File: config.mk
export PLATFORM = sky130hd
export DESIGN_NAME = pcn_pin_notify
export DESIGN_NICKNAME = d
export VERILOG_FILES = /design/src/include/pcn_pkg.sv /design/src/core/pcn_pin_notify.sv
export SDC_FILE = /design/constraint.sdc
export NUM_CORES = 1
export LEC_CHECK = 0
export ABC_CLOCK_PERIOD_IN_PS = 2300
export CAP_MARGIN = 15
export CORE_ASPECT_RATIO = 1.2
export CORE_UTILIZATION = 64
export CTS_CLUSTER_SIZE = 24
export DETAILED_ROUTE_END_ITERATION = 16
export DONT_BUFFER_PORTS = 1
export PLACE_DENSITY = 0.88
export SLEW_MARGIN = 20
export SYNTH_ARGS = -nofsm -noshare
export SYNTH_HDL_FRONTEND = slang
export SYNTH_SLANG_ARGS = --single-unit
export TNS_END_PERCENT = 5
File: constraint.sdc
create_clock -name sys_clk -period 2.3 [get_ports sys_clk]
set_input_delay 0.46 -clock sys_clk [delete_from_list [all_inputs] [get_ports sys_clk]]
set_output_delay 0.46 -clock sys_clk [all_outputs]
set_load 0.01 [all_outputs]
File: src/include/pcn_pkg.sv
`default_nettype none
package pcn_pkg;
   // ---------------------------------------------------------------
   // Sizes
   // ---------------------------------------------------------------
   localparam int unsigned NPIN        = 10;      // Pins in the bank
   localparam int unsigned AW          = 8;       // Byte address width
   localparam int unsigned DW          = 32;      // Bus data width

   // ---------------------------------------------------------------
   // Register indices (byte address is four times the index)
   // ---------------------------------------------------------------
   localparam logic [5:0] IDX_DIR      = 6'h0D;   // pin_direction
   localparam logic [5:0] IDX_SET      = 6'h0E;   // pin_output_set
   localparam logic [5:0] IDX_CLR      = 6'h0F;   // pin_output_clear
   localparam logic [5:0] IDX_LEVEL    = 6'h10;   // pin_level
   localparam logic [5:0] IDX_MASK     = 6'h11;   // pin_change_notify_mask
   localparam logic [5:0] IDX_PKTCTL   = 6'h12;   // notify_packet_control
   localparam logic [5:0] IDX_IRQ_STAT = 6'h20;   // Interrupt status (RO)
   localparam logic [5:0] IDX_IRQ_EN   = 6'h21;   // Interrupt enable (RW)
   localparam logic [5:0] IDX_IRQ_CLR  = 6'h22;   // Interrupt clear (WO)

   // ---------------------------------------------------------------
   // Reset values and field positions
   // ---------------------------------------------------------------
   localparam logic [9:0] DIR_RST      = 10'h000; // All pins inputs
   localparam logic [9:0] MASK_RST     = 10'h100; // Pin 8 masked
   localparam int unsigned PKT_VENDOR_BIT = 0;    // Vendor format select
   localparam int unsigned PKT_BRK_BIT    = 1;    // Break notify enable
   localparam int unsigned IRQ_CHG_BIT    = 0;    // Unmasked pin change
   localparam int unsigned IRQ_BRK_BIT    = 1;    // Break received
   localparam int unsigned IRQ_SENT_BIT   = 2;    // Packet delivered
   localparam int unsigned IRQ_W          = 3;    // Interrupt bits

   // ---------------------------------------------------------------
   // Notification packet constants
   // ---------------------------------------------------------------
   localparam logic [7:0] STD_REQ_TYPE = 8'hA1;   // In, class, interface
   localparam logic [7:0] STD_NOTIFY   = 8'h20;   // Serial state code
   localparam logic [15:0] STD_VALUE   = 16'h0000;
   localparam logic [15:0] STD_INDEX   = 16'h0000;
   localparam logic [15:0] STD_LENGTH  = 16'h0002;
   localparam logic [3:0] STD_BYTES    = 4'hA;    // Standard packet size
   localparam logic [3:0] VND_BYTES    = 4'h5;    // Vendor packet size
   // Packet sender states, Gray along idle -> send -> idle
   typedef enum logic [1:0] {
      PCN_IDLE = 2'b00,
      PCN_SEND = 2'b01
   } pcn_state_t;

endpackage
`default_nettype wire

File: src/core/pcn_pin_notify.sv
// What this block does
// - Direction bit one makes pin output; reset inputs.
// - Alternate-function pins ignore the direction register.
// - Set register drives marked output pins high.
// - Clear register drives marked output pins low.
// - Set/clear skip inputs and alternate pins; write-only.
// - Level register reads all ten pin levels.
// - Level write drives outputs to written values.
// - Unmasked input change sends packet; mask resets 0x100.
// - Masking covers alternate-function input pins too.
// - Masked pins still reported in reads, packets.
// - Break triggers packet only when enabled.
// - Format bit picks standard or vendor packet.
// - Standard packet: ten bytes with fixed header.
// - Standard data field carries serial line bits.
// - Vendor packet: states, change flags, error byte.
// - Reserved upper bits always read as zero.
// - Non-selected pins stay general purpose I/O.
//
// Our own choice: the Wishbone slave port.
`timescale 1ns/1ns
`default_nettype none

module pcn_pin_notify (
   input  wire logic                    sys_clk,      // Core clock, 10 MHz
   input  wire logic                    rst,          // Synchronous reset
   input  wire logic                    wb_cyc_i,     // Bus cycle
   input  wire logic                    wb_stb_i,     // Bus strobe
   input  wire logic                    wb_we_i,      // Write enable
   input  wire logic [pcn_pkg::AW-1:0]  wb_adr_i,     // Byte address
   input  wire logic [3:0]              wb_sel_i,     // Byte lanes
   input  wire logic [pcn_pkg::DW-1:0]  wb_dat_i,     // Write data
   output logic      [pcn_pkg::DW-1:0]  wb_dat_o,     // Read data
   output logic                         wb_ack_o,     // Acknowledge
   input  wire logic [pcn_pkg::NPIN-1:0] pin_i,       // Pad levels
   output logic      [pcn_pkg::NPIN-1:0] pin_o,       // Pad output values
   output logic      [pcn_pkg::NPIN-1:0] pin_oe,      // Pad output enables
   input  wire logic [pcn_pkg::NPIN-1:0] alt_sel_i,   // Pin taken by alternate
   input  wire logic [pcn_pkg::NPIN-1:0] alt_o_i,     // Alternate output value
   input  wire logic [pcn_pkg::NPIN-1:0] alt_oe_i,    // Alternate output enable
   input  wire logic                    brk_evt_i,    // Break received pulse
   input  wire logic                    ovr_evt_i,    // Overrun pulse
   input  wire logic                    par_evt_i,    // Parity error pulse
   input  wire logic                    frm_evt_i,    // Framing error pulse
   input  wire logic                    ring_i,       // Ring level
   input  wire logic                    dsr_i,        // Data set ready level
   input  wire logic                    dcd_i,        // Carrier detect level
   output logic                         pkt_valid_o,  // Packet byte valid
   output logic      [7:0]              pkt_data_o,   // Packet byte
   output logic                         pkt_last_o,   // Last byte of packet
   input  wire logic                    pkt_ready_i,  // Endpoint takes byte
   output logic                         irq_o         // Level interrupt
);
   import pcn_pkg::*;

   // ---------------------------------------------------------------
   // Declarations
   // ---------------------------------------------------------------
   logic [NPIN-1:0]   dir_q;        // Direction, one = output
   logic [NPIN-1:0]   out_q;        // General purpose output values
   logic [NPIN-1:0]   mask_q;       // Change notify mask
   logic [1:0]        pktctl_q;     // Break enable, format select
   logic [NPIN-1:0]   prev_q;       // Pin levels one cycle ago
   logic [NPIN-1:0]   chg_q;        // Change flags since last packet
   logic [3:0]        err_q;        // Overrun, parity, framing, break
   logic              pend_q;       // Packet wanted
   logic [IRQ_W-1:0]  ists_q;       // Sticky interrupt status
   logic [IRQ_W-1:0]  ien_q;        // Interrupt enable
   pcn_state_t        state_q;      // Sender state
   logic [3:0]        idx_q;        // Byte index in packet
   logic [3:0]        len_q;        // Packet length latched at start
   logic              vnd_q;        // Format latched at start
   logic [NPIN-1:0]   snap_lvl_q;   // Pin levels captured at start
   logic [NPIN-1:0]   snap_chg_q;   // Change flags captured at start
   logic [3:0]        snap_err_q;   // Error bits captured at start
   logic [7:0]        data_q;       // Byte on the packet port
   logic              ack_q;        // Bus acknowledge
   logic [DW-1:0]     rdat_q;       // Bus read data

   logic              bus_req;      // New bus access this cycle
   logic              bus_wr;       // Write access
   logic [5:0]        bus_idx;      // Register index
   logic [15:0]       wdat;         // Low half of write data
   logic              wr_lo;        // Lane 0 written
   logic              wr_hi;        // Lane 1 written
   logic [NPIN-1:0]   gp_out;       // Pins that are general purpose outputs
   logic [NPIN-1:0]   in_pins;      // Pins currently not driven
   logic [NPIN-1:0]   chg_now;      // Unmasked change this cycle
   logic              brk_trig;     // Break that asks for a packet
   logic              start;        // Packet starts this cycle
   logic              take;         // Packet byte accepted
   logic              done;         // Last byte accepted
   logic [3:0]        err_now;      // Error events this cycle
   logic [IRQ_W-1:0]  ievt;         // Interrupt events this cycle

   // ---------------------------------------------------------------
   // Bus decode
   // ---------------------------------------------------------------
   assign bus_req  = wb_cyc_i && wb_stb_i && !ack_q;
   assign bus_wr   = bus_req && wb_we_i;
   assign bus_idx  = wb_adr_i[7:2];
   assign wdat     = wb_dat_i[15:0];
   assign wr_lo    = wb_sel_i[0];
   assign wr_hi    = wb_sel_i[1];

   // ---------------------------------------------------------------
   // Pin muxing
   // ---------------------------------------------------------------
   // Alternate pins follow their function, the others stay GPIO
   genvar g;
   generate
      for (g = 0; g < NPIN; g++) begin : g_pin
         assign pin_o[g]  = alt_sel_i[g] ? alt_o_i[g]  : out_q[g];
         assign pin_oe[g] = alt_sel_i[g] ? alt_oe_i[g] : dir_q[g];
         assign gp_out[g] = dir_q[g] && !alt_sel_i[g];
      end
   endgenerate

   // Any pin not being driven counts as an input for change watch
   assign in_pins  = ~pin_oe;
   assign chg_now  = (pin_i ^ prev_q) & in_pins & ~mask_q;
   assign brk_trig = brk_evt_i && pktctl_q[PKT_BRK_BIT];
   assign err_now  = {ovr_evt_i, par_evt_i, frm_evt_i, brk_evt_i};

   // ---------------------------------------------------------------
   // Bus acknowledge and read data
   // ---------------------------------------------------------------
   // Every access, mapped or not, is acknowledged one cycle later
   always_ff @(posedge sys_clk) begin
      if (rst) begin
         ack_q <= 1'b0;
      end else begin
         ack_q <= bus_req;
      end
   end

   // Read mux; unmapped and write-only registers read zero
   always_ff @(posedge sys_clk) begin
      if (rst) begin
         rdat_q <= '0;
      end else if (bus_req && !wb_we_i) begin
         rdat_q <= '0;
         case (bus_idx)
            IDX_DIR:      rdat_q[NPIN-1:0]  <= dir_q;
            IDX_LEVEL:    rdat_q[NPIN-1:0]  <= pin_i;
            IDX_MASK:     rdat_q[NPIN-1:0]  <= mask_q;
            IDX_PKTCTL:   rdat_q[1:0]       <= pktctl_q;
            IDX_IRQ_STAT: rdat_q[IRQ_W-1:0] <= ists_q;
            IDX_IRQ_EN:   rdat_q[IRQ_W-1:0] <= ien_q;
            default:      rdat_q <= '0;
         endcase
      end
   end

   assign wb_ack_o = ack_q;
   assign wb_dat_o = rdat_q;

   // ---------------------------------------------------------------
   // Configuration registers
   // ---------------------------------------------------------------
   // Direction, mask and packet control; upper bits never stored
   always_ff @(posedge sys_clk) begin
      if (rst) begin
         dir_q    <= DIR_RST;
         mask_q   <= MASK_RST;
         pktctl_q <= 2'b00;
         ien_q    <= '0;
      end else if (bus_wr) begin
         case (bus_idx)
            IDX_DIR: begin
               if (wr_lo) dir_q[7:0] <= wdat[7:0];
               if (wr_hi) dir_q[9:8] <= wdat[9:8];
            end
            IDX_MASK: begin
               if (wr_lo) mask_q[7:0] <= wdat[7:0];
               if (wr_hi) mask_q[9:8] <= wdat[9:8];
            end
            IDX_PKTCTL: begin
               if (wr_lo) pktctl_q <= wdat[1:0];
            end
            IDX_IRQ_EN: begin
               if (wr_lo) ien_q <= wdat[IRQ_W-1:0];
            end
            default: begin
               // Other writes leave configuration alone
            end
         endcase
      end
   end

   // ---------------------------------------------------------------
   // Output value register
   // ---------------------------------------------------------------
   // Only general purpose outputs move; a write landing on an input
   // is dropped rather than stored, so turning it to output later
   // shows the last value written while it was an output.
   always_ff @(posedge sys_clk) begin
      if (rst) begin
         out_q <= '0;
      end else if (bus_wr) begin
         case (bus_idx)
            IDX_SET: begin
               if (wr_lo) out_q[7:0] <= out_q[7:0] | (wdat[7:0] & gp_out[7:0]);
               if (wr_hi) out_q[9:8] <= out_q[9:8] | (wdat[9:8] & gp_out[9:8]);
            end
            IDX_CLR: begin
               if (wr_lo) out_q[7:0] <= out_q[7:0] & ~(wdat[7:0] & gp_out[7:0]);
               if (wr_hi) out_q[9:8] <= out_q[9:8] & ~(wdat[9:8] & gp_out[9:8]);
            end
            IDX_LEVEL: begin
               if (wr_lo) out_q[7:0] <= (out_q[7:0] & ~gp_out[7:0])
                                        | (wdat[7:0] & gp_out[7:0]);
               if (wr_hi) out_q[9:8] <= (out_q[9:8] & ~gp_out[9:8])
                                        | (wdat[9:8] & gp_out[9:8]);
            end
            default: begin
               // No output effect
            end
         endcase
      end
   end

   // ---------------------------------------------------------------
   // Change detection and event capture
   // ---------------------------------------------------------------
   // Previous level; reset value is zero so a high pin after reset
   // counts as a change once, which is the safe direction to err.
   always_ff @(posedge sys_clk) begin
      if (rst) begin
         prev_q <= '0;
      end else begin
         prev_q <= pin_i;
      end
   end

   // Change flags; delivery clears only the flags the packet carried,
   // so a change seen mid-send on a pin the packet did not carry still goes out with the next packet
   always_ff @(posedge sys_clk) begin
      if (rst) begin
         chg_q <= '0;
      end else begin
         chg_q <= (done ? chg_q & ~snap_chg_q : chg_q) | chg_now;
      end
   end

   // Error bits held until a packet captures them
   always_ff @(posedge sys_clk) begin
      if (rst) begin
         err_q <= '0;
      end else begin
         err_q <= (start ? 4'h0 : err_q) | err_now;
      end
   end

   // Pending trigger; new trigger wins over the start that consumes it
   always_ff @(posedge sys_clk) begin
      if (rst) begin
         pend_q <= 1'b0;
      end else begin
         pend_q <= (pend_q && !start) || (|chg_now) || brk_trig;
      end
   end

   // ---------------------------------------------------------------
   // Packet sender
   // ---------------------------------------------------------------
   assign start = (state_q == PCN_IDLE) && pend_q;
   assign take  = (state_q == PCN_SEND) && pkt_ready_i;
   assign done  = take && (idx_q == len_q - 4'h1);

   // Byte at a given index of the captured packet
   function automatic logic [7:0] pkt_byte(
      input logic            vnd,
      input logic [3:0]      idx,
      input logic [NPIN-1:0] lvl,
      input logic [NPIN-1:0] chg,
      input logic [3:0]      err,
      input logic [2:0]      modem
   );
      logic [15:0] sdat;
      sdat = {9'h000, err[3], err[2], err[1], modem[2], err[0], modem[1], modem[0]};
      pkt_byte = 8'h00;
      if (vnd) begin
         case (idx)
            4'h0:    pkt_byte = lvl[7:0];
            4'h1:    pkt_byte = {6'h00, lvl[9:8]};
            4'h2:    pkt_byte = chg[7:0];
            4'h3:    pkt_byte = {6'h00, chg[9:8]};
            4'h4:    pkt_byte = {4'h0, err};
            default: pkt_byte = 8'h00;
         endcase
      end else begin
         case (idx)
            4'h0:    pkt_byte = STD_REQ_TYPE;
            4'h1:    pkt_byte = STD_NOTIFY;
            4'h2:    pkt_byte = STD_VALUE[7:0];
            4'h3:    pkt_byte = STD_VALUE[15:8];
            4'h4:    pkt_byte = STD_INDEX[7:0];
            4'h5:    pkt_byte = STD_INDEX[15:8];
            4'h6:    pkt_byte = STD_LENGTH[7:0];
            4'h7:    pkt_byte = STD_LENGTH[15:8];
            4'h8:    pkt_byte = sdat[7:0];
            4'h9:    pkt_byte = sdat[15:8];
            default: pkt_byte = 8'h00;
         endcase
      end
   endfunction

   // Sender state, index and snapshot; the snapshot keeps the bytes
   // steady while the endpoint stalls
   always_ff @(posedge sys_clk) begin
      if (rst) begin
         state_q    <= PCN_IDLE;
         idx_q      <= 4'h0;
         len_q      <= STD_BYTES;
         vnd_q      <= 1'b0;
         snap_lvl_q <= '0;
         snap_chg_q <= '0;
         snap_err_q <= '0;
         data_q     <= 8'h00;
      end else begin
         case (state_q)
            PCN_IDLE: begin
               if (start) begin
                  state_q    <= PCN_SEND;
                  idx_q      <= 4'h0;
                  vnd_q      <= pktctl_q[PKT_VENDOR_BIT];
                  len_q      <= pktctl_q[PKT_VENDOR_BIT] ? VND_BYTES : STD_BYTES;
                  snap_lvl_q <= pin_i;
                  snap_chg_q <= chg_q | chg_now;
                  snap_err_q <= err_q | err_now;
                  data_q     <= pkt_byte(pktctl_q[PKT_VENDOR_BIT], 4'h0, pin_i,
                                         chg_q | chg_now, err_q | err_now,
                                         {ring_i, dsr_i, dcd_i});
               end
            end
            PCN_SEND: begin
               if (done) begin
                  state_q <= PCN_IDLE;
                  idx_q   <= 4'h0;
               end else if (take) begin
                  idx_q  <= idx_q + 4'h1;
                  data_q <= pkt_byte(vnd_q, idx_q + 4'h1, snap_lvl_q, snap_chg_q,
                                     snap_err_q, {ring_i, dsr_i, dcd_i});
               end
            end
            default: begin
               state_q <= PCN_IDLE;
            end
         endcase
      end
   end

   assign pkt_valid_o = (state_q == PCN_SEND);
   assign pkt_data_o  = data_q;
   assign pkt_last_o  = (state_q == PCN_SEND) && (idx_q == len_q - 4'h1);

   // ---------------------------------------------------------------
   // Interrupt status
   // ---------------------------------------------------------------
   assign ievt[IRQ_CHG_BIT]  = |chg_now;
   assign ievt[IRQ_BRK_BIT]  = brk_evt_i;
   assign ievt[IRQ_SENT_BIT] = done;

   // Write-one-to-clear; an event in the clearing cycle stays set
   always_ff @(posedge sys_clk) begin
      if (rst) begin
         ists_q <= '0;
      end else if (bus_wr && bus_idx == IDX_IRQ_CLR && wr_lo) begin
         ists_q <= (ists_q & ~wdat[IRQ_W-1:0]) | ievt;
      end else begin
         ists_q <= ists_q | ievt;
      end
   end

   assign irq_o = |(ists_q & ien_q);

endmodule

`default_nettype wire

### Yosys cells after proc, flatten, opt, wreduce, memory -nomap -nowiden

Cells that the tools add are included.

* latch bits: 0
* bits of input ports: 97
* word-level logic and storage cells: 187
* memories kept: 0
* memory bits (writable): 0
* memory bits (read-only): 0
* flip-flop bits (word level): 117

* reductions and logical operators: 55
* add/sub/neg operators: 2
* bitwise operators: 30
* muxes and demuxes: 49
* div/mod/pow operators: 0
* multipliers: 0
* magnitude comparators: 0
* shift operators: 0
* equality and inequality tests: 28

Operators with widths (count)
* $mux W8: 8
* $pmux W8 S5: 1
* $pmux W8 S4: 1
* $and A10 B10 Y10: 3
* $not A10 Y10: 3
* $pmux W10 S3: 1
* $and A8 B8 Y8: 3
* $logic_and A1 B1 Y1: 22
* $pmux W7 S3: 1
* $reduce_and A3 Y1: 7
* $mux W1: 20
* $mux W4: 5
* $or A10 B10 Y10: 2
* $eq A6 B4 Y1 const B: 3
* $eq A6 B5 Y1 const B: 3
* $eq A6 B6 Y1 const B: 3
* $ne A2 B2 Y1 const B: 8
* $not A8 Y8: 2
* $or A8 B8 Y8: 2
* $pmux W8 S2: 1
* $logic_not A1 Y1: 13
* $pmux W2 S6: 1
* $mux W10: 1
* $mux W2: 5
* other kinds (32): 45

### Longest topological paths before layout

Gate-level depths: netlist (run 1).

* word-level depth: 7
* mapped depth: 8

### Worst setup path before layout (run 1)

OpenSTA, ideal clock, no wires.

* path kind: register -> register
* start point: register idx_q[1]
* end point: register data_q[2] (netlist: pkt_data_o[2])
* arrival: 1951 ps
* library setup time: 128 ps
* cell stages (with the launch flop): 8
* path slack: 222 ps
* required time: 2172 ps
* cell sequence: dfxtp_1 -> inv_1 -> ha_1 -> clkbuf_1 -> or4_1 -> and3_1 -> a221oi_1 -> a21oi_1

* longest elaborated chain between the ends: 7

RTL lines
* start: declaration: line pcn_pin_notify.sv:70 `logic [3:0] idx_q;`
* start signal: assignment: line pcn_pin_notify.sv:342 `idx_q <= idx_q + 4'h1;`
* $add A4 B1 Y4: line pcn_pin_notify.sv:343 `data_q <= pkt_byte(vnd_q, idx_q + 4'h1, snap_lvl_q, snap_chg_q,`
* $eq A4 B3 Y1, or another cell as far along: line pcn_pin_notify.sv:284 `case (idx)`
* $pmux W8 S5 / $pmux W8 S4 (equally long branches): line pcn_pin_notify.sv:284, pcn_pin_notify.sv:293
* $mux W8: line pcn_pin_notify.sv:283 `if (vnd) begin`
* $mux W8: line pcn_pin_notify.sv:341 `end else if (take) begin`
* $mux W8: line pcn_pin_notify.sv:338 `if (done) begin`
* $pmux W8 S2: line pcn_pin_notify.sv:322 `case (state_q)`
* end signal: assignment: line pcn_pin_notify.sv:332 `data_q <= pkt_byte(pktctl_q[PKT_VENDOR_BIT], 4'h0, pin_i,`
* end signal: assignment: line pcn_pin_notify.sv:343
* end: declaration: line pcn_pin_notify.sv:76 `logic [7:0] data_q;`

Several ways; a longest one is shown, not always the timed one. The select of a mux whose other input is x is not followed.
A chain may end at the register's enable or synchronous reset.

### Final worst setup path (run 1)

* start point: register len_q[2]
* end point: output pkt_last_o

* longest elaborated chain between the ends: 3

RTL lines
* start: declaration: line pcn_pin_notify.sv:71 `logic [3:0] len_q;`
* start signal: assignment: line pcn_pin_notify.sv:328 `len_q <= pktctl_q[PKT_VENDOR_BIT] ? VND_BYTES : STD_BYTES;`
* $sub A4 B1 Y4: line pcn_pin_notify.sv:356 `assign pkt_last_o = (state_q == PCN_SEND) && (idx_q == len_q - 4'h1);`
* $eq A4 B4 Y1: line pcn_pin_notify.sv:356
* $logic_and A1 B1 Y1: line pcn_pin_notify.sv:356
* end: declaration: line pcn_pin_notify.sv:50 `output logic pkt_last_o,`

No other way between the ends.

==> flow_summary.html, run 1 <==
<table>
<tr><th>Metric</th><th>Value</th></tr>
<tr><th colspan="2">Status</th></tr>
<tr><td>Status</td><td>complete, but fails checks</td></tr>
<tr><td>Violated checks</td><td>setup timing</td></tr>
<tr><th colspan="2">Flow run</th></tr>
<tr><td>Reported max-cap violation count</td><td>0</td></tr>
<tr><th colspan="2">Worst hold path</th></tr>
<tr><td>Worst hold-check path type</td><td>in -&gt; reg</td></tr>
<tr><td>Hold path depth</td><td>2</td></tr>
<tr><td>Startpoint of the most critical hold path</td><td>par_evt_i</td></tr>
<tr><td>Hold worst-path end</td><td>err_q[2]</td></tr>
<tr><th colspan="2">Worst setup path</th></tr>
<tr><td>Worst path max stage delay</td><td>0.38 ns</td></tr>
<tr><td>WS Path Type</td><td>reg -&gt; out</td></tr>
<tr><td>Cell type of the slowest stage on the worst timing path</td><td>sky130_fd_sc_hd__dfxtp_4</td></tr>
<tr><td>Register-to-Register Setup Slack</td><td>0.14 ns</td></tr>
<tr><td>Worst R2R Path Depth</td><td>6</td></tr>
<tr><td>Cell-by-cell trace of the critical path</td><td>inv_4, ha_4, xnor2_4, nor4_4, and2_4</td></tr>
<tr><td>Data required, critical path</td><td>1.84 ns</td></tr>
<tr><td>Worst R2R End</td><td>pkt_data_o[3]</td></tr>
<tr><td>Top fanout value on the critical path</td><td>4</td></tr>
<tr><td>Source of the worst register-to-register timing path</td><td>idx_q[1]</td></tr>
<tr><td>Critical Path Sink Type</td><td>output pin</td></tr>
<tr><td>Sort of element at the start of the critical path</td><td>register</td></tr>
<tr><td>Arrival @ worst endpoint</td><td>1.85 ns</td></tr>
<tr><th colspan="2">Finish</th></tr>
<tr><td>Area taken by multi-input logic gates</td><td>0.003166 sq mm</td></tr>
<tr><td>Post-Route Utilization</td><td>0.7584</td></tr>
<tr><td>Share of final-layout standard cells stronger than drive strength 1</td><td>0.1398</td></tr>
<tr><td>Area growth from synthesis to layout</td><td>14.10%</td></tr>
<tr><td>Non-filler instance count after layout</td><td>811</td></tr>
<tr><td>Fill count</td><td>roughly 590</td></tr>
<tr><td>Area of all placed cells without fillers</td><td>roughly 0.0065 sq mm</td></tr>
<tr><td>Most frequent cells in the layout</td><td>sky130_fd_sc_hd__dfxtp_1 (110), sky130_fd_sc_hd__nand2_1 (71), sky130_fd_sc_hd__a21oi_1 (56)</td></tr>
<tr><td>Most common cell after layout, fill and taps aside</td><td>sky130_fd_sc_hd__dfxtp_1</td></tr>
<tr><td>Antenna fix cells</td><td>0</td></tr>
<tr><td>Area used by sequential logic in the layout</td><td>around 0.0023 sq mm</td></tr>
<tr><td>Layout net count</td><td>785</td></tr>
<tr><th colspan="2">Placed design</th></tr>
<tr><td>Estimated wirelength of the detail-placed design</td><td>10880 um</td></tr>
<tr><td>I/O Buffers</td><td>0</td></tr>
<tr><td>Placed Instances</td><td>768</td></tr>
<tr><td>Area post-placement</td><td>0.005702 sq mm</td></tr>
<tr><td>Routability congestion estimate</td><td>0.8810</td></tr>
<tr><th colspan="2">GRT</th></tr>
<tr><td>Remaining global-route overflow</td><td>0</td></tr>
<tr><td>Number of global-route vias before repair</td><td>around 5200</td></tr>
<tr><td>Maximum number of pins on one net before global-route repair</td><td>53</td></tr>
<tr><td>Wire length of the first global-routing pass</td><td>approximately 26000 um</td></tr>
<tr><td>Number of antenna violations at the first check in global routing</td><td>0</td></tr>
<tr><td>GRT Resource Usage Total</td><td>0.3774</td></tr>
<tr><th colspan="2">Timing</th></tr>
<tr><td>Slack of the critical path</td><td>-0.008753 ns</td></tr>
<tr><td>Setup repair after global routing missed its margin</td><td>yes</td></tr>
<tr><td>Shortest clock period the worst path allows after layout</td><td>2.309 ns</td></tr>
<tr><td>Upper clock frequency limit</td><td>about 430 MHz</td></tr>
<tr><td>Hold Fails Final Rpt</td><td>0</td></tr>
<tr><td>Share of the cycle needed by the critical path after routing</td><td>1.004</td></tr>
<tr><td>Max-slew violation count</td><td>0</td></tr>
<tr><td>Tightest slew margin relative to the limit</td><td>0.4461</td></tr>
<tr><td>Hold_ws</td><td>0.05293 ns</td></tr>
<tr><td>Setup violators final</td><td>1</td></tr>
<tr><td>Transition time at the pin with the least slew margin</td><td>between 0.8 and 0.9 ns</td></tr>
<tr><td>Skew final</td><td>~0.010 ns</td></tr>
<tr><th colspan="2">Logic synthesis</th></tr>
<tr><td>Number of unique standard cell types used by synthesis</td><td>66</td></tr>
<tr><td>Netlist area before placement</td><td>0.005723 sq mm</td></tr>
<tr><td>Warnings, synthesis</td><td>0</td></tr>
<tr><td>Count of state elements after synthesis</td><td>113</td></tr>
<tr><td>Leading register cell type out of synthesis</td><td>sky130_fd_sc_hd__dfxtp_1</td></tr>
<tr><td>Post-synthesis cell count</td><td>680</td></tr>
<tr><td>Fraction of synthesis flops using an asynchronous set or reset pin</td><td>0</td></tr>
<tr><td>Share of synthesized area occupied by flip-flops and latches</td><td>0.3953</td></tr>
<tr><td>EDFF count, synth</td><td>0</td></tr>
<tr><td>Synthesized area per cell</td><td>8.416 sq um</td></tr>
<tr><th colspan="2">Drt</th></tr>
<tr><td>Starting DRC count in detailed routing</td><td>572</td></tr>
<tr><td>Remaining design rule violation count</td><td>0</td></tr>
<tr><td>WL final</td><td>17070 um</td></tr>
<tr><td>1st-pass router iterations</td><td>8</td></tr>
<tr><td>Via density</td><td>6.529</td></tr>
<tr><td>Via count of the routed design</td><td>5295</td></tr>
<tr><td>Average wire per standard cell</td><td>between 20 and 25 um</td></tr>
<tr><td>DRT antenna net count</td><td>0</td></tr>
<tr><th colspan="2">Floorplanning</th></tr>
<tr><td>Effective utilization at floorplan</td><td>0.6646</td></tr>
<tr><td>Area enclosed by the die boundary</td><td>between 0.009 and 0.01 sq mm</td></tr>
<tr><td>I/O Pins</td><td>161</td></tr>
<tr><td>Floorplan die width</td><td>between 80 and 90 um</td></tr>
<tr><td>Die height</td><td>105.6 um</td></tr>
<tr><td>Total core area</td><td>0.008611 sq mm</td></tr>
<tr><td>Standard-cell row count</td><td>37</td></tr>
<tr><th colspan="2">Clocking</th></tr>
<tr><td>Root buffer cell</td><td>sky130_fd_sc_hd__clkbuf_8</td></tr>
<tr><td>Clock tree from TritonCTS</td><td>yes</td></tr>
<tr><td>Clock Sinks</td><td>113</td></tr>
<tr><td>CTS clk-pin slew, worst paths</td><td>0.06 ns</td></tr>
<tr><td>Source-to-sink clock delay at the later pin of the worst-skew pair</td><td>0.54 ns</td></tr>
<tr><td>Maximum count of clock buffers along a single path</td><td>2</td></tr>
<tr><td>CTS buffer count</td><td>17</td></tr>
<tr><td>Clock H-tree levels</td><td>4</td></tr>
<tr><th colspan="2">Pwr</th></tr>
<tr><td>Leakage power of the design</td><td>~0.0024 uW</td></tr>
<tr><td>Maximum vdd ir drop</td><td>0.7218 mV</td></tr>
<tr><td>Post-layout power</td><td>5324 uW</td></tr>
<tr><td>PwrDens</td><td>between 800 and 900 mW/mm^2</td></tr>
</table>
kinds of logic after synthesis:
family                     count (synthesis)  share of synthesized area
AOI/OAI and AO/OA                        172                     0.1994
xor gates and xnor gates                  15                    0.02296
adders and majority gates                  7                    0.01530
buffers and inverters                     93                    0.08002
DFF                                      113                     0.3953
muxes                                     45                    0.08439
other                                      1                  0.0006553
and+or+nand+nor                          234                     0.2020
per-layer routing:
metal  vias up  share of wire  track usage
met4         0          0.063       0.2684
li1       2387              -            -
met5         -              0            0
met2       342           0.49       0.6115
met3        87          0.087       0.1049
met1      2479           0.36       0.4167
through the flow:
| step | TNS, ns | setup slack (ns) |
|---|---|---|
| 6_report | -0.008753 | -0.008753 |
| 3_5_place_dp | -0.4423 | -0.1296 |
| 3_3_place_gp | 0 | 0.05246 |
| 2_1_floorplan | 0 | 0.2218 |
| 5_1_grt | -0.05704 | -0.05704 |
| 4_1_cts | -0.001630 | -0.001630 |
synthesized netlist by cell type, drive strengths merged, types with 4 or more instances:
library cell | number | share of area
a211oi | 17 | 0.022
a21oi | 57 | 0.051
a221oi | 5 | 0.0077
a22o | 8 | 0.012
a22oi | 14 | 0.018
a31oi | 5 | 0.0055
and3 | 4 | 0.0044
buf | 38 | 0.044
clkbuf | 24 | 0.016
dfxtp | 113 | 0.40
ha | 7 | 0.015
inv | 31 | 0.020
mux2 | 26 | 0.051
mux2i | 19 | 0.033
nand2 | 72 | 0.047
nand2b | 8 | 0.0087
nand3 | 23 | 0.020
nor2 | 43 | 0.028
nor2b | 21 | 0.023
nor3 | 34 | 0.030
nor4 | 6 | 0.0077
o21ai | 34 | 0.030
o311ai | 5 | 0.0077
or4 | 5 | 0.0066
xnor2 | 14 | 0.021
area by class of cell:
type	count	area share
Sequential cell	113	0.3474
Inverter	31	0.01820
Clock buffer	22	0.07243
Multi-Input combinational cell	495	0.4848
Timing Repair Buffer	23	0.03104
Tap cell	117	0.02242
Clock inverter	10	0.02376
how the worst max path moves through the flow:
| stage | start | to | slack (ns) | cells past startpoint |
|---|---|---|---|---|
| 2_1_floorplan | idx_q[1] | pkt_data_o[2] | 0.22 | 7 |
| 3_5_place_dp | len_q[1] | chg_q[4] | -0.13 | 7 |
| 3_3_place_gp | len_q[1] | chg_q[5] | 0.05 | 7 |
| 6_report | len_q[2] | pkt_last_o | -0.009 | 5 |
| 5_1_grt | len_q[2] | pkt_last_o | -0.06 | 5 |
| 4_1_cts | len_q[2] | pkt_last_o | -0.002 | 5 |
registers in the layout (all words and copies together) (netlist names), 2 cells and up:
| name | cells |
|---|---|
| snap_err_q | 4 |
| chg_q | 10 |
| ien_q | 3 |
| pktctl_q | 2 |
| dir_q | 10 |
| prev_q | 10 |
| mask_q | 10 |
| idx_q | 4 |
| pkt_data_o | 8 |
| ists_q | 3 |
| wb_dat_o | 10 |
| out_q | 10 |
| snap_lvl_q | 10 |
| snap_chg_q | 10 |
| err_q | 4 |
| len_q | 2 |
power breakdown:
group | internal (uW) | switching (uW) | leakage, uW
clock network | 1870 | 909 | 0.000307
logic | 160 | 261 | 0.00117
registers | 2050 | 76.2 | 0.000927
repair_timing:
action / in CTS / in global routing
pin swaps: 4 / 0
buffers inserted: 3 / 0
endpoints found under the hold margin: 52 / 1
setup endpoints to repair: 12 / 3
gates resized for setup: 14 / 4
hold buffers: 7 / 1
worst max-delay path, delay by kind of cell (launching register included):
kind | cells | cell delay, ns
simple gates | 2 | 0.56
flops | 1 | 0.38
fa+ha+maj | 1 | 0.17
xor+xnor | 1 | 0.15
buf+inv | 1 | 0.05
Note: power is estimated with default switching activity, not from simulation.
==> run 2: changes to the inputs <==
Settings changed: SKIP_LAST_GASP from default to 1.
==> run 2 against run 1 <==
Largest cell class unchanged. Final cell count unchanged. Critical endpoint unchanged. The run still ends with setup timing left. Flip-flop and latch count unchanged. Die area unchanged. Critical path depth unchanged. Clock skew decreased by 0.0041 ns. Global-route usage unchanged.
==> flow_summary.html, run 2 (synthesis results as in run 1) <==
<table>
<tr><th>Metric</th><th>Value</th></tr>
<tr><th colspan="2">Status</th></tr>
<tr><td>Status</td><td>complete, but fails checks</td></tr>
<tr><td>Violated checks</td><td>setup timing</td></tr>
<tr><th colspan="2">Floorplanning</th></tr>
<tr><td>Area enclosed by the die boundary</td><td>0.009326 sq mm</td></tr>
<tr><td>Standard-cell row count</td><td>37</td></tr>
<tr><td>Effective utilization at floorplan</td><td>0.6646</td></tr>
<tr><td>I/O Pins</td><td>161</td></tr>
<tr><td>Total core area</td><td>0.008611 sq mm</td></tr>
<tr><td>Floorplan die width</td><td>88.33 um</td></tr>
<tr><td>Die height</td><td>105.6 um</td></tr>
<tr><th colspan="2">Worst setup path</th></tr>
<tr><td>Worst path max stage delay</td><td>0.38 ns</td></tr>
<tr><td>WS Path Type</td><td>reg -&gt; out</td></tr>
<tr><td>Cell type of the slowest stage on the worst timing path</td><td>sky130_fd_sc_hd__dfxtp_4</td></tr>
<tr><td>Top fanout value on the critical path</td><td>4</td></tr>
<tr><td>Worst R2R End</td><td>pkt_data_o[5]</td></tr>
<tr><td>Number of buffer and inverter stages on the critical path</td><td>1</td></tr>
<tr><td>Data required, critical path</td><td>1.84 ns</td></tr>
<tr><td>Sort of element at the start of the critical path</td><td>register</td></tr>
<tr><td>Register-to-Register Setup Slack</td><td>0.10 ns</td></tr>
<tr><td>Worst R2R Path Depth</td><td>6</td></tr>
<tr><td>Source of the worst register-to-register timing path</td><td>idx_q[1]</td></tr>
<tr><td>Cell family with most CP delay</td><td>simple AND/OR/NAND/NOR gates</td></tr>
<tr><td>Cell-by-cell trace of the critical path</td><td>inv_4, ha_4, xnor2_4, nor4_4, and2_4</td></tr>
<tr><td>Arrival @ worst endpoint</td><td>about 1.8 ns</td></tr>
<tr><td>Critical Path Sink Type</td><td>output pin</td></tr>
<tr><th colspan="2">Drt</th></tr>
<tr><td>Starting DRC count in detailed routing</td><td>581</td></tr>
<tr><td>Remaining design rule violation count</td><td>0</td></tr>
<tr><td>Via density</td><td>6.566</td></tr>
<tr><td>1st-pass router iterations</td><td>6</td></tr>
<tr><td>Average wire per standard cell</td><td>21.04 um</td></tr>
<tr><td>DRT antenna net count</td><td>0</td></tr>
<tr><td>Via count of the routed design</td><td>5325</td></tr>
<tr><td>WL final</td><td>about 17000 um</td></tr>
<tr><th colspan="2">Placed design</th></tr>
<tr><td>Estimated wirelength of the detail-placed design</td><td>between 10000 and 15000 um</td></tr>
<tr><td>Placed Instances</td><td>768</td></tr>
<tr><td>Routability congestion estimate</td><td>0.8810</td></tr>
<tr><td>Area post-placement</td><td>0.005702 sq mm</td></tr>
<tr><td>I/O Buffers</td><td>0</td></tr>
<tr><th colspan="2">GRT</th></tr>
<tr><td>Number of global-route vias before repair</td><td>5239</td></tr>
<tr><td>Wire length of the first global-routing pass</td><td>around 26000 um</td></tr>
<tr><td>Remaining global-route overflow</td><td>0</td></tr>
<tr><td>Number of antenna violations at the first check in global routing</td><td>0</td></tr>
<tr><td>GRT Resource Usage Total</td><td>0.3774</td></tr>
<tr><td>Maximum number of pins on one net before global-route repair</td><td>53</td></tr>
<tr><th colspan="2">Flow run</th></tr>
<tr><td>Reported max-cap violation count</td><td>0</td></tr>
<tr><th colspan="2">Pwr</th></tr>
<tr><td>Switching power</td><td>1242 uW</td></tr>
<tr><td>Internal power</td><td>approximately 4000 uW</td></tr>
<tr><td>PwrDens</td><td>between 800 and 900 mW/mm^2</td></tr>
<tr><td>Clock share of power</td><td>0.521</td></tr>
<tr><td>Switching Fraction</td><td>0.2335</td></tr>
<tr><td>Combinational Power Share</td><td>0.079</td></tr>
<tr><td>Leakage power of the design</td><td>between 0.002 and 0.0025 uW</td></tr>
<tr><td>Reg power frac</td><td>0.400</td></tr>
<tr><td>Maximum vdd ir drop</td><td>just over 0.7 mV</td></tr>
<tr><th colspan="2">Clocking</th></tr>
<tr><td>Source-to-sink clock delay at the later pin of the worst-skew pair</td><td>0.53 ns</td></tr>
<tr><td>Clock tree from TritonCTS</td><td>yes</td></tr>
<tr><td>Maximum count of clock buffers along a single path</td><td>2</td></tr>
<tr><td>CTS clk-pin slew, worst paths</td><td>0.06 ns</td></tr>
<tr><td>CTS buffer count</td><td>17</td></tr>
<tr><td>Clock Sinks</td><td>around 110</td></tr>
<tr><td>Root buffer cell</td><td>sky130_fd_sc_hd__clkbuf_8</td></tr>
<tr><td>Clock H-tree levels</td><td>4</td></tr>
<tr><th colspan="2">Timing</th></tr>
<tr><td>Max-slew violation count</td><td>0</td></tr>
<tr><td>Transition time at the pin with the least slew margin</td><td>0.8569 ns</td></tr>
<tr><td>Hold Fails Final Rpt</td><td>0</td></tr>
<tr><td>Slack of the critical path</td><td>-0.001748 ns</td></tr>
<tr><td>Tightest slew margin relative to the limit</td><td>0.4269</td></tr>
<tr><td>Setup violators final</td><td>1</td></tr>
<tr><td>Setup repair after global routing missed its margin</td><td>yes</td></tr>
<tr><td>Share of the cycle needed by the critical path after routing</td><td>1.001</td></tr>
<tr><td>Upper clock frequency limit</td><td>434.5 MHz</td></tr>
<tr><td>Shortest clock period the worst path allows after layout</td><td>around 2.3 ns</td></tr>
<tr><td>Total negative slack for setup checks</td><td>-0.001748 ns</td></tr>
<tr><td>Skew final</td><td>0.005959 ns</td></tr>
<tr><th colspan="2">Finish</th></tr>
<tr><td>Layout net count</td><td>785</td></tr>
<tr><td>Share of final-layout standard cells stronger than drive strength 1</td><td>0.1354</td></tr>
<tr><td>Antenna fix cells</td><td>0</td></tr>
<tr><td>Non-filler instance count after layout</td><td>approximately 800</td></tr>
<tr><td>Post-Route Utilization</td><td>0.7569</td></tr>
<tr><td>Most common cell after layout, fill and taps aside</td><td>sky130_fd_sc_hd__dfxtp_1</td></tr>
<tr><td>Area growth from synthesis to layout</td><td>13.88%</td></tr>
<tr><td>Area taken by multi-input logic gates</td><td>0.003153 sq mm</td></tr>
<tr><td>Fill count</td><td>587</td></tr>
<tr><td>Area used by sequential logic in the layout</td><td>0.002268 sq mm</td></tr>
<tr><td>Most frequent cells in the layout</td><td>sky130_fd_sc_hd__dfxtp_1 (110), sky130_fd_sc_hd__nand2_1 (72), sky130_fd_sc_hd__a21oi_1 (56)</td></tr>
<tr><td>Area of all placed cells without fillers</td><td>between 0.006 and 0.007 sq mm</td></tr>
<tr><th colspan="2">Worst hold path</th></tr>
<tr><td>Hold path depth</td><td>2</td></tr>
<tr><td>Startpoint of the most critical hold path</td><td>par_evt_i</td></tr>
<tr><td>Hold worst-path end</td><td>err_q[2]</td></tr>
<tr><td>Worst hold-check path type</td><td>in -&gt; reg</td></tr>
</table>
==> run 2: cell types whose count changed in the layout (fill, tap and decap cells not counted) <==
cell	delta
sky130_fd_sc_hd__xnor2_1	+1
sky130_fd_sc_hd__ha_2	-1
sky130_fd_sc_hd__nand2_1	+1
sky130_fd_sc_hd__xnor2_2	-1
sky130_fd_sc_hd__nand2_2	-1
sky130_fd_sc_hd__ha_1	+1
==> run 2: final cells by class <==
cell class	instances	share of cell area
Clock buffer	22	0.07257
Multi-Input combinational cell	495	0.4838
Timing Repair Buffer	23	0.03110
Clock inverter	10	0.02380
Inverter	31	0.01824
Sequential cell	113	0.3481
Tap cell	117	0.02246
==> run 2: how the worst max path moves through the flow <==
stage,start,end,slack [ns],depth (start not counted)
2_1_floorplan,idx_q[1],pkt_data_o[2],0.22,7
3_3_place_gp,len_q[1],chg_q[5],0.05,7
3_5_place_dp,len_q[1],chg_q[4],-0.13,7
4_1_cts,len_q[2],pkt_last_o,-0.002,5
5_1_grt,len_q[2],pkt_last_o,-0.06,4
6_report,len_q[2],pkt_last_o,-0.002,5
==> run 2: power groups by stage <==
stage	Combinational, uW	Clock (uW)	Sequential [uW]
after global routing	461	2870	2140
after global placement	339	0	2160
after detailed placement	354	0	2170
final	421	2770	2130
after floorplan	347	0	2150
after CTS	407	2770	2130
==> run 2: timing repair <==
item                       in CTS  in global routing
buffers inserted                3                  0
setup endpoints to repair      12                  3
hold buffers                    7                  1
hold endpoints to repair       52                  1
pin swaps                       4                  0
resized for setup              14                  1
==> run 2: stage by stage <==
stage                     hold slack, ns  power (uW)  setup WS [ns]
after detailed placement          0.4437        2521        -0.1296
after global routing             0.05153        5467       -0.06215
final                            0.05366        5320      -0.001748
after CTS                       0.003021        5306      -0.001630
after floorplan                   0.4360        2494         0.2218
after global placement            0.4365        2501        0.05246
==> run 2: per-layer routing <==
layer / vias to the layer above / GRT usage / wire [um]
met4: 0 / 0.2684 / 1107
met5: - / 0 / 0
met2: 346 / 0.6115 / 8364
met3: 93 / 0.1049 / 1491
met1: 2499 / 0.4167 / 6099
li1: 2387 / - / -
==> run 3: changes to the inputs <==
Settings changed: CORE_UTILIZATION 64 to 40, PLACE_DENSITY 0.88 to 0.62.
==> run 3 against run 2 <==
The run ends with DRC left. Clock power down 6%. Maximum frequency up 3.7%. Clock skew about the same. Critical path type unchanged.
==> flow_summary.html, run 3 (synthesis results as in run 1) <==
<table>
<tr><th>Metric</th><th>Value</th></tr>
<tr><th colspan="2">Status</th></tr>
<tr><td>Violated checks</td><td>DRC</td></tr>
<tr><td>Status</td><td>complete, but fails checks</td></tr>
<tr><th colspan="2">Pwr</th></tr>
<tr><td>PwrDens</td><td>793.2 mW/mm^2</td></tr>
<tr><td>Post-layout power</td><td>approximately 5100 uW</td></tr>
<tr><td>Leakage power of the design</td><td>0.002340 uW</td></tr>
<tr><td>Maximum vdd ir drop</td><td>between 0.4 and 0.5 mV</td></tr>
<tr><th colspan="2">GRT</th></tr>
<tr><td>Number of antenna violations at the first check in global routing</td><td>0</td></tr>
<tr><td>GRT Resource Usage Total</td><td>0.2173</td></tr>
<tr><td>Remaining global-route overflow</td><td>0</td></tr>
<tr><td>Wire length of the first global-routing pass</td><td>25120 um</td></tr>
<tr><td>Maximum number of pins on one net before global-route repair</td><td>~110</td></tr>
<tr><td>Number of global-route vias before repair</td><td>4780</td></tr>
<tr><th colspan="2">Drt</th></tr>
<tr><td>DRT antenna net count</td><td>0</td></tr>
<tr><td>Via count of the routed design</td><td>4897</td></tr>
<tr><td>Starting DRC count in detailed routing</td><td>375</td></tr>
<tr><td>Via density</td><td>5.714</td></tr>
<tr><td>1st-pass router iterations</td><td>11</td></tr>
<tr><td>WL final</td><td>15780 um</td></tr>
<tr><td>Average wire per standard cell</td><td>roughly 18 um</td></tr>
<tr><td>Remaining design rule violation count</td><td>10</td></tr>
<tr><th colspan="2">Finish</th></tr>
<tr><td>Most common cell after layout, fill and taps aside</td><td>sky130_fd_sc_hd__dfxtp_1</td></tr>
<tr><td>Share of final-layout standard cells stronger than drive strength 1</td><td>0.1239</td></tr>
<tr><td>Post-Route Utilization</td><td>0.4618</td></tr>
<tr><td>Fill count</td><td>between 1000 and 1500</td></tr>
<tr><td>Most frequent cells in the layout</td><td>sky130_fd_sc_hd__dfxtp_1 (111), sky130_fd_sc_hd__nand2_1 (72), sky130_fd_sc_hd__a21oi_1 (56)</td></tr>
<tr><td>Area taken by multi-input logic gates</td><td>0.003109 sq mm</td></tr>
<tr><td>Area growth from synthesis to layout</td><td>11.98%</td></tr>
<tr><td>Antenna fix cells</td><td>0</td></tr>
<tr><td>Area used by sequential logic in the layout</td><td>between 0.002 and 0.0025 sq mm</td></tr>
<tr><td>Layout net count</td><td>approximately 800</td></tr>
<tr><th colspan="2">Worst setup path</th></tr>
<tr><td>Arrival @ worst endpoint</td><td>1.76 ns</td></tr>
<tr><td>Top fanout value on the critical path</td><td>2</td></tr>
<tr><td>Critical path capture point</td><td>pkt_last_o</td></tr>
<tr><td>Critical Path Sink Type</td><td>output pin</td></tr>
<tr><td>CP Launch Point</td><td>len_q[1]</td></tr>
<tr><td>WS Path Type</td><td>reg -&gt; out</td></tr>
<tr><td>Worst R2R Path Depth</td><td>6</td></tr>
<tr><td>Cell-by-cell trace of the critical path</td><td>inv_1, ha_1, xor2_2, nor4_4, and2_4</td></tr>
<tr><td>Worst R2R End</td><td>pkt_data_o[3]</td></tr>
<tr><td>Worst path max stage delay</td><td>0.32 ns</td></tr>
<tr><td>Data required, critical path</td><td>approximately 1.8 ns</td></tr>
<tr><td>Sort of element at the start of the critical path</td><td>register</td></tr>
<tr><td>Source of the worst register-to-register timing path</td><td>idx_q[0]</td></tr>
<tr><td>Register-to-Register Setup Slack</td><td>about 0.17 ns</td></tr>
<tr><td>Cell type of the slowest stage on the worst timing path</td><td>sky130_fd_sc_hd__dfxtp_2</td></tr>
<tr><th colspan="2">Placed design</th></tr>
<tr><td>Routability congestion estimate</td><td>0.8736</td></tr>
<tr><td>Estimated wirelength of the detail-placed design</td><td>11480 um</td></tr>
<tr><td>I/O Buffers</td><td>0</td></tr>
<tr><td>Worst setup timing slack at the placement stage</td><td>0.2037 ns</td></tr>
<tr><th colspan="2">Clocking</th></tr>
<tr><td>CTS clk-pin slew, worst paths</td><td>0.05 ns</td></tr>
<tr><td>Maximum count of clock buffers along a single path</td><td>2</td></tr>
<tr><td>Clock tree from TritonCTS</td><td>yes</td></tr>
<tr><td>Clock Sinks</td><td>113</td></tr>
<tr><td>Post-cts hold buffer count</td><td>0</td></tr>
<tr><td>CTS buffer count</td><td>17</td></tr>
<tr><td>Source-to-sink clock delay at the later pin of the worst-skew pair</td><td>0.41 ns</td></tr>
<tr><td>Root buffer cell</td><td>sky130_fd_sc_hd__clkbuf_16</td></tr>
<tr><td>Clock H-tree levels</td><td>4</td></tr>
<tr><th colspan="2">Timing</th></tr>
<tr><td>Setup repair after global routing missed its margin</td><td>yes</td></tr>
<tr><td>Upper clock frequency limit</td><td>450.4 MHz</td></tr>
<tr><td>Hold Fails Final Rpt</td><td>0</td></tr>
<tr><td>Setup violators final</td><td>0</td></tr>
<tr><td>Max-slew violation count</td><td>0</td></tr>
<tr><td>Transition time at the pin with the least slew margin</td><td>between 0.5 and 0.6 ns</td></tr>
<tr><td>Shortest clock period the worst path allows after layout</td><td>2.220 ns</td></tr>
<tr><td>Slack of the critical path</td><td>0.07998 ns</td></tr>
<tr><td>Tightest slew margin relative to the limit</td><td>0.6239</td></tr>
<tr><td>Skew final</td><td>0.006076 ns</td></tr>
<tr><td>Total negative slack for setup checks</td><td>0 ns</td></tr>
<tr><td>Share of the cycle needed by the critical path after routing</td><td>0.9652</td></tr>
<tr><th colspan="2">Floorplanning</th></tr>
<tr><td>Total core area</td><td>0.01388 sq mm</td></tr>
<tr><td>Die height</td><td>around 130 um</td></tr>
<tr><td>Standard-cell row count</td><td>47</td></tr>
<tr><td>Area enclosed by the die boundary</td><td>about 0.015 sq mm</td></tr>
<tr><td>I/O Pins</td><td>161</td></tr>
<tr><td>Effective utilization at floorplan</td><td>0.4124</td></tr>
<tr><td>Floorplan die width</td><td>111.2 um</td></tr>
<tr><th colspan="2">Flow run</th></tr>
<tr><td>Reported max-cap violation count</td><td>0</td></tr>
<tr><th colspan="2">Worst hold path</th></tr>
<tr><td>Worst hold-check path type</td><td>in -&gt; reg</td></tr>
</table>
-- run 3: changes by cell type in the layout (fill, tap and decap cells not counted), moves of 2 or more --
| cell | delta |
|---|---|
| sky130_fd_sc_hd__dlygate4sd3_1 | -7 |
| sky130_fd_sc_hd__clkbuf_1 | +3 |
| sky130_fd_sc_hd__bufinv_16 | -2 |
| sky130_fd_sc_hd__clkinvlp_4 | -2 |
| sky130_fd_sc_hd__ha_1 | +2 |
| sky130_fd_sc_hd__ha_4 | -2 |
-- run 3: layout make-up --
cell class                      instances  area share
Clock buffer                           26     0.07946
Clock inverter                          5     0.01171
Tap cell                              171     0.03339
Sequential cell                       113      0.3534
Multi-Input combinational cell        495      0.4852
Inverter                               31     0.01816
Timing Repair Buffer                   16     0.01874
-- run 3: worst max-delay path: cells and delay by family (launching register included) --
family	cells	cell delay (ns)
adders and majority gates	1	0.31
DFF	1	0.32
buffers and inverters	1	0.04
xor gates and xnor gates	1	0.17
and+or+nand+nor	2	0.50
-- run 3: what timing repair did --
action / CTS / global route
setup buffers: 1 / 1
cloned: 0 / 0
resized for setup: 0 / 6
endpoints found under the setup margin: 1 / 3
pin swaps: 1 / 2
-- run 3: how the worst min path moves through the flow --
stage | startpoint | slack (ns) | to | cells past startpoint
final | rst | 0.12 | out_q[5] | 1
after global placement | snap_lvl_q[4] | 0.44 | snap_lvl_q[4] | 2
after CTS | rst | 0.10 | out_q[3] | 1
after global routing | rst | 0.10 | out_q[3] | 1
after detailed placement | snap_lvl_q[3] | 0.44 | snap_lvl_q[3] | 2
after floorplan | snap_lvl_q[9] | 0.44 | snap_lvl_q[9] | 2
-- run 3: layer usage --
metal,GRT usage,wire length [um],vias to the layer above
met3,0.06596,1025,19
met5,0,0,-
met4,0.08033,244,0
li1,-,-,2377
met1,0.2597,6580,2332
met2,0.3663,7924,169
-- run 3: per-stage QoR --
step / instance area [sq um] / hold WS [ns] / std cells
final: 6409 / 0.1239 / 857
after global routing: 6409 / 0.1046 / 857
after detailed placement: 5784 / 0.4426 / 824
after floorplan: 5802 / 0.4360 / 701
after CTS: 6376 / 0.1025 / 856
after global placement: 5784 / 0.4360 / 824
-- run 3: power by group --
part / internal [uW] / switching, uW / total, uW / leakage [uW]
Combinational: 148 / 211 / 359 / 0.00112
Clock: 1720 / 869 / 2590 / 0.000290
Sequential: 2060 / 75.9 / 2130 / 0.000926
